--- config.mk ---
export PLATFORM = sky130hd
export DESIGN_NAME = icr_context_return
export DESIGN_NICKNAME = d
export VERILOG_FILES = /design/src/logic/icr_pkg.sv /design/src/logic/icr_context_return.sv /design/src/logic/icr_shadow.sv
export VERILOG_INCLUDE_DIRS = /design/src /design/src/logic
export SDC_FILE = /design/constraint.sdc
export NUM_CORES = 1
export LEC_CHECK = 0
export ABC_AREA = 1
export ABC_CLOCK_PERIOD_IN_PS = 5500
export BUFFER_PORTS_ARGS = -buffer_cell sky130_fd_sc_hd__buf_2
export CAP_MARGIN = 25
export CORE_ASPECT_RATIO = 0.8
export CORE_UTILIZATION = 45
export DETAILED_ROUTE_END_ITERATION = 12
export PLACE_DENSITY = 0.68
export SYNTH_ARGS = -nofsm -noshare
export SYNTH_HDL_FRONTEND = slang
export SYNTH_HIERARCHICAL = 1
export SYNTH_SLANG_ARGS = --single-unit
--- constraint.sdc ---
create_clock -name clock -period 5.5 [get_ports clock]
set_input_delay 0.55 -clock clock [delete_from_list [all_inputs] [get_ports clock]]
set_output_delay 0.55 -clock clock [all_outputs]
set_load 0.02 [all_outputs]
--- src/logic/icr_consts.svh ---
// Function
// - Interrupt saves PC, accumulator, status, pointer
// - After save, PC jumps to 000h
// - Plain return opcode restores all context
// - Returns overwrite every status bit
// - Resume at interrupted instruction address
// - Adjusting return adds accumulator to counter first
// - Adjusting return then restores full context
// - Return takes 2 compatible, 3 fast cycles
`ifndef ICR_CONSTS_SVH
`define ICR_CONSTS_SVH
`define ICR_PC_W        12
`define ICR_DATA_W      8
`define ICR_VECTOR      12'h000
`define ICR_OP_RETI     12'h00e
`define ICR_OP_RETIW    12'h00f
`define ICR_CYC_COMPAT  2'h2
`define ICR_CYC_FAST    2'h3
`endif

--- src/logic/icr_pkg.sv ---
`include "icr_consts.svh"
package icr_pkg;
    typedef logic [`ICR_PC_W-1:0]   icr_pc_t;
    typedef logic [`ICR_DATA_W-1:0] icr_byte_t;

    // Context saved on interrupt entry
    typedef struct packed {
        icr_pc_t   pc;
        icr_byte_t acc;
        icr_byte_t status;
        icr_byte_t fsp;
    } icr_ctx_s;

    // Gray codes along idle -> busy -> done
    typedef enum logic [1:0] {
        ICR_IDLE = 2'b00,
        ICR_BUSY = 2'b01,
        ICR_LAST = 2'b11
    } icr_state_e;
endpackage

--- src/logic/icr_context_return.sv ---
`timescale 1ns/1ps
`include "icr_consts.svh"
module icr_context_return
    import icr_pkg::*;
(
    input  wire logic        clock,       // Core clock, 10 MHz
    input  wire logic        rst,         // Async reset, active high
    input  wire logic        fastMode,    // High selects fast execution mode
    input  wire logic        irqReq,      // Interrupt request from core
    input  wire logic        opValid,     // Decoder presents an opcode
    input  wire logic [11:0] opcode,      // Decoded instruction word
    input  wire icr_ctx_s    liveCtx,     // Current PC, acc, status, pointer
    input  wire icr_byte_t   counterIn,   // Current realtime_counter value
    output icr_ctx_s         ctxOut,      // Context to load into core
    output logic             ctxLoad,     // Pulse: core loads ctxOut
    output icr_byte_t        counterOut,  // New realtime_counter value
    output logic             counterLoad, // Pulse: core loads counterOut
    output logic             irqAck,      // Pulse: interrupt accepted
    output logic             inService,   // Shadow set holds live context
    output logic             retBusy      // Return instruction in progress
);
    // ----------------------------------------------------------------
    // State
    // ----------------------------------------------------------------
    typedef struct packed {
        icr_state_e st;
        logic [1:0] cyc;
        logic       adjust;
        icr_ctx_s   ctxOut;
        logic       ctxLoad;
        icr_byte_t  counterOut;
        logic       counterLoad;
        logic       irqAck;
        logic       inService;
        logic       busy;
    } icr_reg_s;

    // Registered state and its next value
    icr_reg_s s_r;
    icr_reg_s s_nxt;
    // Shadow read port and its write strobe
    icr_ctx_s shadowData;
    logic     saveEn;

    // ----------------------------------------------------------------
    // Decode
    // ----------------------------------------------------------------
    // Either return form starts the same restore sequence
    function automatic logic isReturn(input logic [11:0] op);
        return (op == `ICR_OP_RETI) || (op == `ICR_OP_RETIW);
    endfunction

    // Only the adjusting form touches the realtime_counter
    function automatic logic isAdjust(input logic [11:0] op);
        return op == `ICR_OP_RETIW;
    endfunction

    // Return length in cycles for the current execution mode
    function automatic logic [1:0] lastCycle(input logic fast);
        return fast ? `ICR_CYC_FAST : `ICR_CYC_COMPAT;
    endfunction

    wire logic retStart = opValid && isReturn(opcode) && (s_r.st == ICR_IDLE);
    // Accepting only while idle and out of service keeps one shadow set safe
    assign saveEn = irqReq && !s_r.inService && (s_r.st == ICR_IDLE) && !retStart;

    // ----------------------------------------------------------------
    // Shadow set
    // ----------------------------------------------------------------
    // A second set would allow nesting; one set is the cheaper choice
    icr_shadow i_icr_shadow (
        .clock  (clock),
        .rst    (rst),
        .wrEn   (saveEn),
        .wrData (liveCtx),
        .rdData (shadowData)
    );

    // ----------------------------------------------------------------
    // Next state
    // ----------------------------------------------------------------
    // A return's decode edge moves to BUSY and, for the adjusting form,
    // loads the counter sum; the restore waits at least two more cycles.
    // BUSY counts up to the mode's length, then LAST hands the shadow
    // copy back and clears the service flag in the same edge.
    always_comb begin
        s_nxt = s_r;
        s_nxt.ctxLoad = 1'b0;
        s_nxt.counterLoad = 1'b0;
        s_nxt.irqAck = 1'b0;
        unique case (s_r.st)
            ICR_IDLE: begin
                // A return outranks a request decoded in the same cycle
                if (retStart) begin
                    s_nxt.adjust = isAdjust(opcode);
                    s_nxt.cyc = 2'h1;
                    s_nxt.st = ICR_BUSY;
                    if (isAdjust(opcode)) begin
                        // Add happens first, in the decode cycle
                        s_nxt.counterOut = counterIn + liveCtx.acc;
                        s_nxt.counterLoad = 1'b1;
                    end
                end else if (saveEn) begin
                    s_nxt.irqAck = 1'b1;
                    s_nxt.inService = 1'b1;
                    s_nxt.ctxOut = liveCtx;
                    s_nxt.ctxOut.pc = `ICR_VECTOR;
                    s_nxt.ctxLoad = 1'b1;
                end
            end
            ICR_BUSY: begin
                s_nxt.cyc = s_r.cyc + 2'h1;
                // Last cycle count depends on execution mode
                if (s_nxt.cyc == lastCycle(fastMode)) begin
                    s_nxt.st = ICR_LAST;
                end
            end
            ICR_LAST: begin
                // Whole shadow copy, status included, back to the core
                s_nxt.ctxOut = shadowData;
                s_nxt.ctxLoad = 1'b1;
                s_nxt.inService = 1'b0;
                s_nxt.st = ICR_IDLE;
                s_nxt.cyc = 2'h0;
            end
            default: s_nxt.st = ICR_IDLE;
        endcase
        // Busy flag registered with the state so retBusy leaves a flip-flop
        s_nxt.busy = (s_nxt.st != ICR_IDLE);
    end

    // Registered state
    always_ff @(posedge clock or posedge rst) begin
        if (rst) begin
            s_r <= '0;
        end else begin
            s_r <= s_nxt;
        end
    end

    // ----------------------------------------------------------------
    // Outputs
    // ----------------------------------------------------------------
    // Each output is a register bit, so the core never sees decode hazards
    assign ctxOut = s_r.ctxOut;
    assign ctxLoad = s_r.ctxLoad;
    assign counterOut = s_r.counterOut;
    assign counterLoad = s_r.counterLoad;
    assign irqAck = s_r.irqAck;
    assign inService = s_r.inService;
    assign retBusy = s_r.busy;

    // ----------------------------------------------------------------
    // Assertions
    // ----------------------------------------------------------------
    // Entry must always land on the service vector
    a_ack_vector: assert property (@(posedge clock) disable iff (rst)
        irqAck |-> (ctxLoad && ctxOut.pc == 12'h000))
        else $error("Interrupt entry did not vector to zero");

    // The shadow copy is the context seen at the accepting edge
    a_ack_saves: assert property (@(posedge clock) disable iff (rst)
        irqAck |-> (shadowData == $past(liveCtx)))
        else $error("Context not captured on entry");

    // No second entry until the restore pulse has gone out
    a_no_nest: assert property (@(posedge clock) disable iff (rst)
        (inService && !ctxLoad) |-> !irqAck)
        else $error("Nested interrupt accepted");

    // Shadow must not move while a routine runs, or the return resumes wrongly
    a_shadow_hold: assert property (@(posedge clock) disable iff (rst)
        (inService && !irqAck) |-> $stable(shadowData))
        else $error("Shadow set changed while in service");

    // A return decoded beside a pending request wins the cycle
    a_ret_priority: assert property (@(posedge clock) disable iff (rst)
        (retStart && irqReq) |=> !irqAck)
        else $error("Interrupt accepted beside a return");

    // No entry may start while a return is still running
    a_busy_no_ack: assert property (@(posedge clock) disable iff (rst)
        retBusy |=> !irqAck)
        else $error("Interrupt accepted during a return");

    // Fast mode is read on the first two busy cycles, compatible on the first
    a_ret_fast: assert property (@(posedge clock) disable iff (rst)
        ($rose(retBusy) && fastMode) ##1 fastMode |-> retBusy[*2] ##1 !retBusy)
        else $error("Fast return length wrong");
    a_ret_compat: assert property (@(posedge clock) disable iff (rst)
        ($rose(retBusy) && !fastMode) |-> retBusy[*2] ##1 !retBusy)
        else $error("Compatible return length wrong");

    // Restore hands back the whole shadow copy, status bits included
    a_restore_all: assert property (@(posedge clock) disable iff (rst)
        $fell(retBusy) |-> (ctxLoad && ctxOut == shadowData))
        else $error("Return did not restore shadow context");

    // Resume address is the saved one and the service flag drops with it
    a_restore_pc: assert property (@(posedge clock) disable iff (rst)
        $fell(retBusy) |-> (ctxOut.pc == shadowData.pc && !inService))
        else $error("Return did not resume at saved address");

    // Plain return leaves the realtime_counter alone
    a_plain_nocount: assert property (@(posedge clock) disable iff (rst)
        (retStart && opcode == `ICR_OP_RETI) |=> !counterLoad)
        else $error("Plain return touched the counter");

    // Sum wraps at eight bits like the counter itself
    a_adjust_add: assert property (@(posedge clock) disable iff (rst)
        (retStart && opcode == 12'h00f) |=> (counterLoad
            && counterOut == $past(counterIn) + $past(liveCtx.acc)))
        else $error("Counter adjust wrong");

    // Counter load and context load never share a cycle
    a_add_then_load: assert property (@(posedge clock) disable iff (rst)
        counterLoad |-> !ctxLoad)
        else $error("Counter adjust overlapped the restore");

    // Restore follows the counter add within the return's length
    a_adjust_first: assert property (@(posedge clock) disable iff (rst)
        counterLoad |-> ##[1:3] (ctxLoad && !irqAck))
        else $error("Adjusting return did not restore");

    // ----------------------------------------------------------------
    // Coverage of the main scenarios
    // ----------------------------------------------------------------
    c_irq: cover property (@(posedge clock) irqAck);
    c_reti: cover property (@(posedge clock) $fell(retBusy) && !s_r.adjust);
    c_retiw: cover property (@(posedge clock) $fell(retBusy) && s_r.adjust);
    c_fast: cover property (@(posedge clock) retBusy && fastMode);
    c_priority: cover property (@(posedge clock) retStart && irqReq);
endmodule

--- src/logic/icr_shadow.sv ---
`timescale 1ns/1ps
// Single shadow set; read data come out of a register.
module icr_shadow
    import icr_pkg::*;
(
    input  wire logic     clock,   // Core clock
    input  wire logic     rst,     // Async reset
    input  wire logic     wrEn,    // Capture context
    input  wire icr_ctx_s wrData,  // Context to save
    output icr_ctx_s      rdData   // Saved context
);
    // Shadow storage
    always_ff @(posedge clock or posedge rst) begin
        if (rst) begin
            rdData <= '0;
        end else if (wrEn) begin
            rdData <= wrData;
        end
    end
endmodule

==> results.txt, run 1 <==
----------------------------------------------------
[Route]
  Post-DRT Antenna Nets ... 0
  First-iteration detailed-routing DRC count ... 268
  Per-cell via count in the routed design ... 5.01
  Detailed-route wire length per cell ... 14.0 um
  Total vias in the final route ... 3924
  Aggregate routed wire length ... 10900 um
  Number of iterations in the first detailed-routing pass ... 5
  Number of remaining DRC errors ... 0

[Global routing]
  Most Crowded Layer GR ... met2
  First-pass GRT wire length ... 18000 um
  Maximum number of pins on one net before global-route repair ... 43
  Global routing met3 resource utilization ... 0.0498
  Number of global-route vias before repair ... 3714
  Overall global routing resource usage ... 0.206
  Total overflow reported by the global router ... 0
  M2 GR Usage ... 0.326
  Global-route met1 utilization ... 0.287
  Antenna violations before repair ... 0

[Yosys]
  XOR/XNOR Fraction of Synth Area ... 0.00914
  Fraction of registers with async set/reset ... 1.00
  Number of instances in the synthesized netlist ... 587
  Share of the synthesized area in compound gates (AO/OA/AOI/OAI) ... 0.0259
  Register bit count reported by yosys ... 89
  Post-synth net total ... 660
  Most common flop cell mapped by yosys ... sky130_fd_sc_hd__dfrtp_1
  Syn avg cell area ... 8.16 um^2
  Sequential area share after synthesis ... 0.465
  Count of warnings emitted by yosys ... 6
  Largest family of logic cells by synthesized area ... simple AND/OR/NAND/NOR gates
  Number of enable-type register cells in the synthesized netlist ... 0
  Mux contribution to synthesized area ... 0
  Number of different library cells in the post-synthesis netlist ... 36
  Basic-gate share of the synthesized area counting and, or, nand and nor cells ... 0.333
  Area of the mapped netlist ... 0.00479 mm^2
  Area share of fa/ha/maj cells after synthesis ... 0.0329

[Clock network]
  Hold-fix buffer count after cts ... 0
  Depth of the CTS H-tree ... 3
  Clock tree from TritonCTS ... done
  Clock latency of the later-clocked register in the worst-skew pair ... 0.34 ns
  Count of cells resized by post-cts repair ... 0
  Post-CTS Setup Repair Bufs ... 0
  Worst-path clk slew ... 0.07 ns
  Clock root buffer master ... sky130_fd_sc_hd__clkbuf_16
  Clk sink count ... 89
  Largest buffer count on any clock path ... 2
  Number of buffers created by CTS ... 9

[Critical path]
  Reg2reg start ... s_r[52]
  Worst path arrival time ... 3.07 ns
  Type of the setup path with the least slack ... reg -> reg
  Critical-path cell with the highest stage delay ... sky130_fd_sc_hd__inv_1
  Worst-path cell chain ... inv_1 -> ha_1 -> buf_8 -> nand3_4 -> inv_1 -> buf_16 -> inv_8 -> nand2_1 -> nand2_1
  R2R Path End ... i_icr_shadow/rdData[6]
  Beginning of the critical path ... s_r[52]
  Critical path endpoint ... i_icr_shadow/rdData[6]
  Endpoint class of the critical path ... register
  Worst R2R Setup Slack ... 2.65 ns
  Worst reg-to-reg path cell count ... 9
  CP max stage delay ... 0.53 ns
  Startpoint kind of the worst setup timing path ... register
  Worst-path fanout max ... 42
  Critical path required time ... 5.72 ns

[Timing]
  Maximum operating frequency ... 0.351 GHz
  Shortest clock period the worst path allows after layout ... 2.85 ns
  Worst slew margin relative to its limit ... 0.337
  Number of failing setup endpoints in the final timing report ... 0
  Count of final max-slew check failures ... 0
  Measured slew at the worst slew-check pin ... 0.995 ns
  Crit share post-route ... 0.519
  Final hold violation count ... 0
  Final setup skew ... 0.00863 ns
  Setup repair after global routing missed its margin ... false
  Setup TNS ... 0 ns

[Place]
  Dpl hpwl ... 7620 um
  Last weighted congestion value of the routability-driven placer ... 0.814
  Port-buffer cells ... 109
  Cell Area, Placed ... 0.00503 mm^2

[Floorplanning]
  Core outline area ... 0.0103 mm^2
  Ports placed on the boundary ... 110
  Die Area ... 0.0111 mm^2
  Die extent in y ... 94.3 um
  Horiz. Die Dim ... 117 um
  Initial Util ... 0.466
  Row count ... 33

[Layout]
  Area overhead of the layout relative to synthesis ... 12.2%
  Final design utilization ... 0.523
  Fillers ... 946
  Post-layout nets ... 711
  Diodes inserted ... 0
  Post-Layout Inst Area ... 0.00538 mm^2
  Area taken by multi-input logic gates ... 0.00192 mm^2
  Share of post-route cells with drive strength above 1 ... 0.246
  Reg area ... 0.00223 mm^2

[Outcome]
  Status ... finished clean

[Job]
  MaxCap Viol Count ... 0

[Power and ir drop]
  Leakage dissipation ... 0.00311 uW
  Maximum vdd drop ... 0.291 mV
  Power density relative to cell area ... 475 mW/mm^2

[Hold path]
  Tightest Hold Check Type ... in -> async

----------------------------------------------------
## per-stage QoR
step	setup WS (ns)	std cells	total power [uW]	hold slack, ns
2_1_floorplan	3.66	587	1790	0.442
3_3_place_gp	1.77	763	1870	0.448
3_5_place_dp	2.18	765	1910	0.460
4_1_cts	2.17	781	2550	0.276
5_1_grt	2.41	783	2730	0.301
6_report	2.65	783	2550	0.261
## synth_stat cells (2+ instances only)
master,instances,share of area
sky130_fd_sc_hd__nand2_2,10,0.013
sky130_fd_sc_hd__inv_1,25,0.020
sky130_fd_sc_hd__inv_2,2,0.0016
sky130_fd_sc_hd__ha_1,11,0.029
sky130_fd_sc_hd__buf_2,16,0.017
sky130_fd_sc_hd__nor2_1,6,0.0047
sky130_fd_sc_hd__nand4_1,27,0.035
sky130_fd_sc_hd__nor2_2,2,0.0026
sky130_fd_sc_hd__a21oi_1,5,0.0052
sky130_fd_sc_hd__nand3_1,60,0.063
sky130_fd_sc_hd__nand2_1,243,0.19
sky130_fd_sc_hd__o21ai_0,6,0.0063
sky130_fd_sc_hd__dfrtp_1,89,0.46
sky130_fd_sc_hd__buf_4,50,0.078
sky130_fd_sc_hd__nand3b_1,3,0.0047
sky130_fd_sc_hd__clkbuf_1,2,0.0016
sky130_fd_sc_hd__buf_6,4,0.0094
sky130_fd_sc_hd__nor2_4,3,0.0071
sky130_fd_sc_hd__xor2_1,4,0.0073
sky130_fd_sc_hd__o21ai_2,3,0.0055
## metal layers
metal  vias up  wire length (um)
met5         -                 0
met4         0                65
met3         6               576
met2       118              5070
met1      1875              5230
li1       1925                 -
## worst min path at each step
stage	startpoint	to	slack, ns	cells past startpoint
6_report	rst	ctxOut[7]	0.26	2
5_1_grt	rst	ctxOut[7]	0.30	2
4_1_cts	rst	ctxOut[7]	0.28	2
3_5_place_dp	i_icr_shadow/rdData[34]	i_icr_shadow/rdData[34]	0.46	2
3_3_place_gp	counterOut[0]	counterOut[0]	0.45	2
2_1_floorplan	i_icr_shadow/rdData[10]	i_icr_shadow/rdData[10]	0.44	2
## final cells by class
cell class	count	share of cell area
clock buffers	10	0.0444
flip-flops and latches	89	0.414
inverters	28	0.0209
well taps	140	0.0326
clock inverters	6	0.0135
repair buffers	114	0.117
multi-input cells	396	0.357
## state kept, by name, summed over array words and instances, names as in the netlist
register / count
irqAck: 1
s_r: 4
counterOut: 8
inService: 1
i_icr_shadow/rdData: 36
retBusy: 1
ctxOut: 36
ctxLoad: 1
counterLoad: 1
## layout by cell type (no fill, tap or decap), types with 2 or more instances in the layout
cell type / synthesis / routed
sky130_fd_sc_hd__nand2_1: 243 / 243
sky130_fd_sc_hd__buf_2: 16 / 109
sky130_fd_sc_hd__dfrtp_1: 89 / 89
sky130_fd_sc_hd__nand3_1: 60 / 60
sky130_fd_sc_hd__nand4_1: 27 / 27
sky130_fd_sc_hd__inv_1: 25 / 24
sky130_fd_sc_hd__ha_1: 11 / 11
sky130_fd_sc_hd__nand2_2: 10 / 10
sky130_fd_sc_hd__clkbuf_16: 0 / 9
sky130_fd_sc_hd__nor2_1: 6 / 6
sky130_fd_sc_hd__o21ai_0: 6 / 6
sky130_fd_sc_hd__a21oi_1: 5 / 5
sky130_fd_sc_hd__xor2_1: 4 / 4
sky130_fd_sc_hd__nor2_4: 3 / 3
sky130_fd_sc_hd__inv_2: 2 / 3
sky130_fd_sc_hd__nand3b_1: 3 / 3
sky130_fd_sc_hd__o21ai_2: 3 / 3
sky130_fd_sc_hd__clkinvlp_4: 0 / 3
sky130_fd_sc_hd__nor2_2: 2 / 2
sky130_fd_sc_hd__inv_8: 1 / 2
sky130_fd_sc_hd__buf_8: 0 / 2
## power by group
group	total [uW]	switching (uW)	internal, uW
registers	1030	139	887
logic	895	594	302
clock network	632	263	369
## cell families (layout without fill, tap and decap cells)
logic type,after synthesis,in the layout
flip-flops,89,89
AND/OR/NAND/NOR,360,360
adder cells (fa/ha/maj),12,12
XOR/XNOR,5,5
buffers and inverters,102,158
AO/OA/AOI/OAI,19,19
## critical path, delay by kind of cell, from the launching register on
family | cells | cell delay (ns)
buffers and inverters | 5 | 1.23
flip-flops | 1 | 0.41
adder cells (fa/ha/maj) | 1 | 0.52
AND/OR/NAND/NOR | 3 | 0.56
No activity file was read; power rests on OpenSTA's default activity.
==> run 2: changes to the inputs <==
ABC_CLOCK_PERIOD_IN_PS = 2300   (was 5500)
PLACE_DENSITY = 0.71   (was 0.68)
clock period = 2.3 ns   (was 5.5 ns; I/O delays follow)
==> results.txt, run 2 (same netlist as run 1, synthesis figures left out) <==
----------------------------------------------------
[Global routing]
  Overall global routing resource usage ... 0.214 (was 0.206)
  Total overflow reported by the global router ... 0 (unchanged)
  Antenna violations before repair ... 0 (unchanged)
  Number of global-route vias before repair ... 3822 (was 3714)
  Maximum number of pins on one net before global-route repair ... 54 (was 43)
  First-pass GRT wire length ... 18500 um (was 18000 um)

[Route]
  Detailed-route wire length per cell ... 13.8 um (was 14.0 um)
  First-iteration detailed-routing DRC count ... 254 (was 268)
  Post-DRT Antenna Nets ... 0 (unchanged)
  Number of iterations in the first detailed-routing pass ... 5 (unchanged)
  Aggregate routed wire length ... 10900 um (about the same)
  Number of remaining DRC errors ... 0 (unchanged)
  Per-cell via count in the routed design ... 4.95 (was 5.01)
  Total vias in the final route ... 3905 (was 3924)

[Floorplanning]
  Die extent in y ... 94.3 um (unchanged)
  Ports placed on the boundary ... 110 (unchanged)
  Core outline area ... 0.0103 mm^2 (unchanged)
  Initial Util ... 0.466 (unchanged)
  Horiz. Die Dim ... 117 um (unchanged)
  Die Area ... 0.0111 mm^2 (unchanged)
  Row count ... 33 (unchanged)

[Timing]
  Measured slew at the worst slew-check pin ... 0.702 ns (was 0.995 ns)
  Setup repair after global routing missed its margin ... false (unchanged)
  Maximum operating frequency ... 0.470 GHz (was 0.351 GHz)
  Crit share post-route ... 0.925 (was 0.519)
  Number of failing setup endpoints in the final timing report ... 0 (unchanged)
  Count of final max-slew check failures ... 0 (unchanged)
  Final setup skew ... 0.00646 ns (was 0.00863 ns)
  Shortest clock period the worst path allows after layout ... 2.13 ns (was 2.85 ns)
  Final hold violation count ... 0 (unchanged)
  Setup TNS ... 0 ns (unchanged)
  Worst slew margin relative to its limit ... 0.532 (was 0.337)

[Layout]
  Diodes inserted ... 0 (unchanged)
  Top library cells by usage in the layout, fill and taps aside ... 243 x sky130_fd_sc_hd__nand2_1, 109 x sky130_fd_sc_hd__buf_2, 89 x sky130_fd_sc_hd__dfrtp_1 (unchanged)
  Final design utilization ... 0.525 (was 0.523)
  Area overhead of the layout relative to synthesis ... 12.7% (was 12.2%)
  Reg area ... 0.00223 mm^2 (unchanged)
  Area taken by multi-input logic gates ... 0.00192 mm^2 (unchanged)
  Fillers ... 976 (was 946)
  Post-layout nets ... 718 (was 711)
  Share of post-route cells with drive strength above 1 ... 0.253 (was 0.246)
  Commonest non-fill, non-tap cell in the layout ... sky130_fd_sc_hd__nand2_1 (unchanged)

[Clock network]
  Count of cells resized by post-cts repair ... 0 (unchanged)
  Post-CTS Setup Repair Bufs ... 0 (unchanged)
  Number of buffers created by CTS ... 9 (unchanged)
  Hold-fix buffer count after cts ... 0 (unchanged)
  Clock tree from TritonCTS ... done (unchanged)
  Clk sink count ... 89 (unchanged)
  Clock latency of the later-clocked register in the worst-skew pair ... 0.34 ns (about the same)
  Largest buffer count on any clock path ... 2 (unchanged)
  Depth of the CTS H-tree ... 3 (unchanged)
  Clock root buffer master ... sky130_fd_sc_hd__clkbuf_16 (unchanged)
  Worst-path clk slew ... 0.06 ns (was 0.07 ns)

[Power and ir drop]
  Maximum vdd drop ... 0.716 mV (was 0.291 mV)
  Leakage dissipation ... 0.00315 uW (was 0.00311 uW)
  Power density relative to cell area ... 1150 mW/mm^2 (was 475 mW/mm^2)

[Place]
  Dpl hpwl ... 7660 um (was 7620 um)
  Last weighted congestion value of the routability-driven placer ... 0.824 (was 0.814)
  Port-buffer cells ... 109 (unchanged)

[Outcome]
  Status ... finished clean (unchanged)

[Critical path]
  R2R Path End ... ctxOut[29] (was i_icr_shadow/rdData[6])
  Endpoint class of the critical path ... register (unchanged)
  Worst path arrival time ... 2.35 ns (was 3.07 ns)
  Worst R2R Setup Slack ... 0.17 ns (was 2.65 ns)
  Worst-path fanout max ... 39 (was 42)
  Type of the setup path with the least slack ... reg -> reg (unchanged)
  Reg2reg start ... s_r[53] (was s_r[52])
  Startpoint kind of the worst setup timing path ... register (unchanged)
  Critical path required time ... 2.53 ns (was 5.72 ns)
  Worst reg-to-reg path cell count ... 6 (was 9)

[Hold path]
  Tightest Hold Check Type ... in -> async (unchanged)

[Job]
  MaxCap Viol Count ... 0 (unchanged)

----------------------------------------------------
run 2: cell count changes in the layout (fill, tap and decap cells not counted), sizes merged:
| cell | delta |
|---|---|
| buf | +7 |
| bufinv | +1 |
| clkbuf | +1 |
| clkinv | +1 |
| clkinvlp | -2 |
| inv | -2 |
run 2: area by class of cell:
type                       count  area share
sequential                    89       0.413
multi-input combinational    396       0.356
timing repair buffer         121       0.118
clock buffer                  11      0.0468
tap                          140      0.0324
inverter                      28      0.0209
clock inverter                 4      0.0141
run 2: layer usage:
metal	share of wire	routed length (um)	up-vias	GRT usage
li1	-	-	1946	-
met1	0.47	5110	1814	0.293
met2	0.45	4920	137	0.332
met3	0.073	794	8	0.0522
met4	0.0060	65	0	0.0736
met5	0	0	-	0
run 2: where the power goes:
group          internal, uW  total [uW]  switching, uW
Combinational           718        2140           1420
Clock                  1010        1610            599
Sequential             2120        2470            346
Total                  3850        6210           2370
run 2: how the worst max path moves through the flow:
stage,from,end,slack [ns],depth (start not counted)
6_report,s_r[53],ctxOut[29],0.17,6
5_1_grt,s_r[53],ctxOut[34],0.003,6
4_1_cts,s_r[53],ctxOut[35],0.20,6
3_5_place_dp,s_r[53],ctxOut[35],0.22,6
3_3_place_gp,s_r[53],ctxOut[35],0.36,6
2_1_floorplan,s_r[53],i_icr_shadow/rdData[35],0.57,11
run 2: critical path: stages (launching register included):
cell and delay (ns):
sky130_fd_sc_hd__dfrtp_1 0.42, sky130_fd_sc_hd__inv_1 0.12, sky130_fd_sc_hd__ha_1 0.36, sky130_fd_sc_hd__or2_4 0.48, sky130_fd_sc_hd__nand2_1 0.38, sky130_fd_sc_hd__nand3_1 0.18, sky130_fd_sc_hd__nand2_1 0.06
run 2: per-stage QoR:
stage,instances,cell area (um^2),power [uW],hold slack [ns],worst slack (ns)
4_1_cts,789,5400,6250,0.0214,0.204
6_report,789,5400,6210,0.0113,0.173
2_1_floorplan,587,4790,4280,0.342,0.569
3_3_place_gp,774,5070,4560,0.384,0.355
5_1_grt,789,5400,6630,0.0568,0.00328
3_5_place_dp,774,5070,4630,0.388,0.216
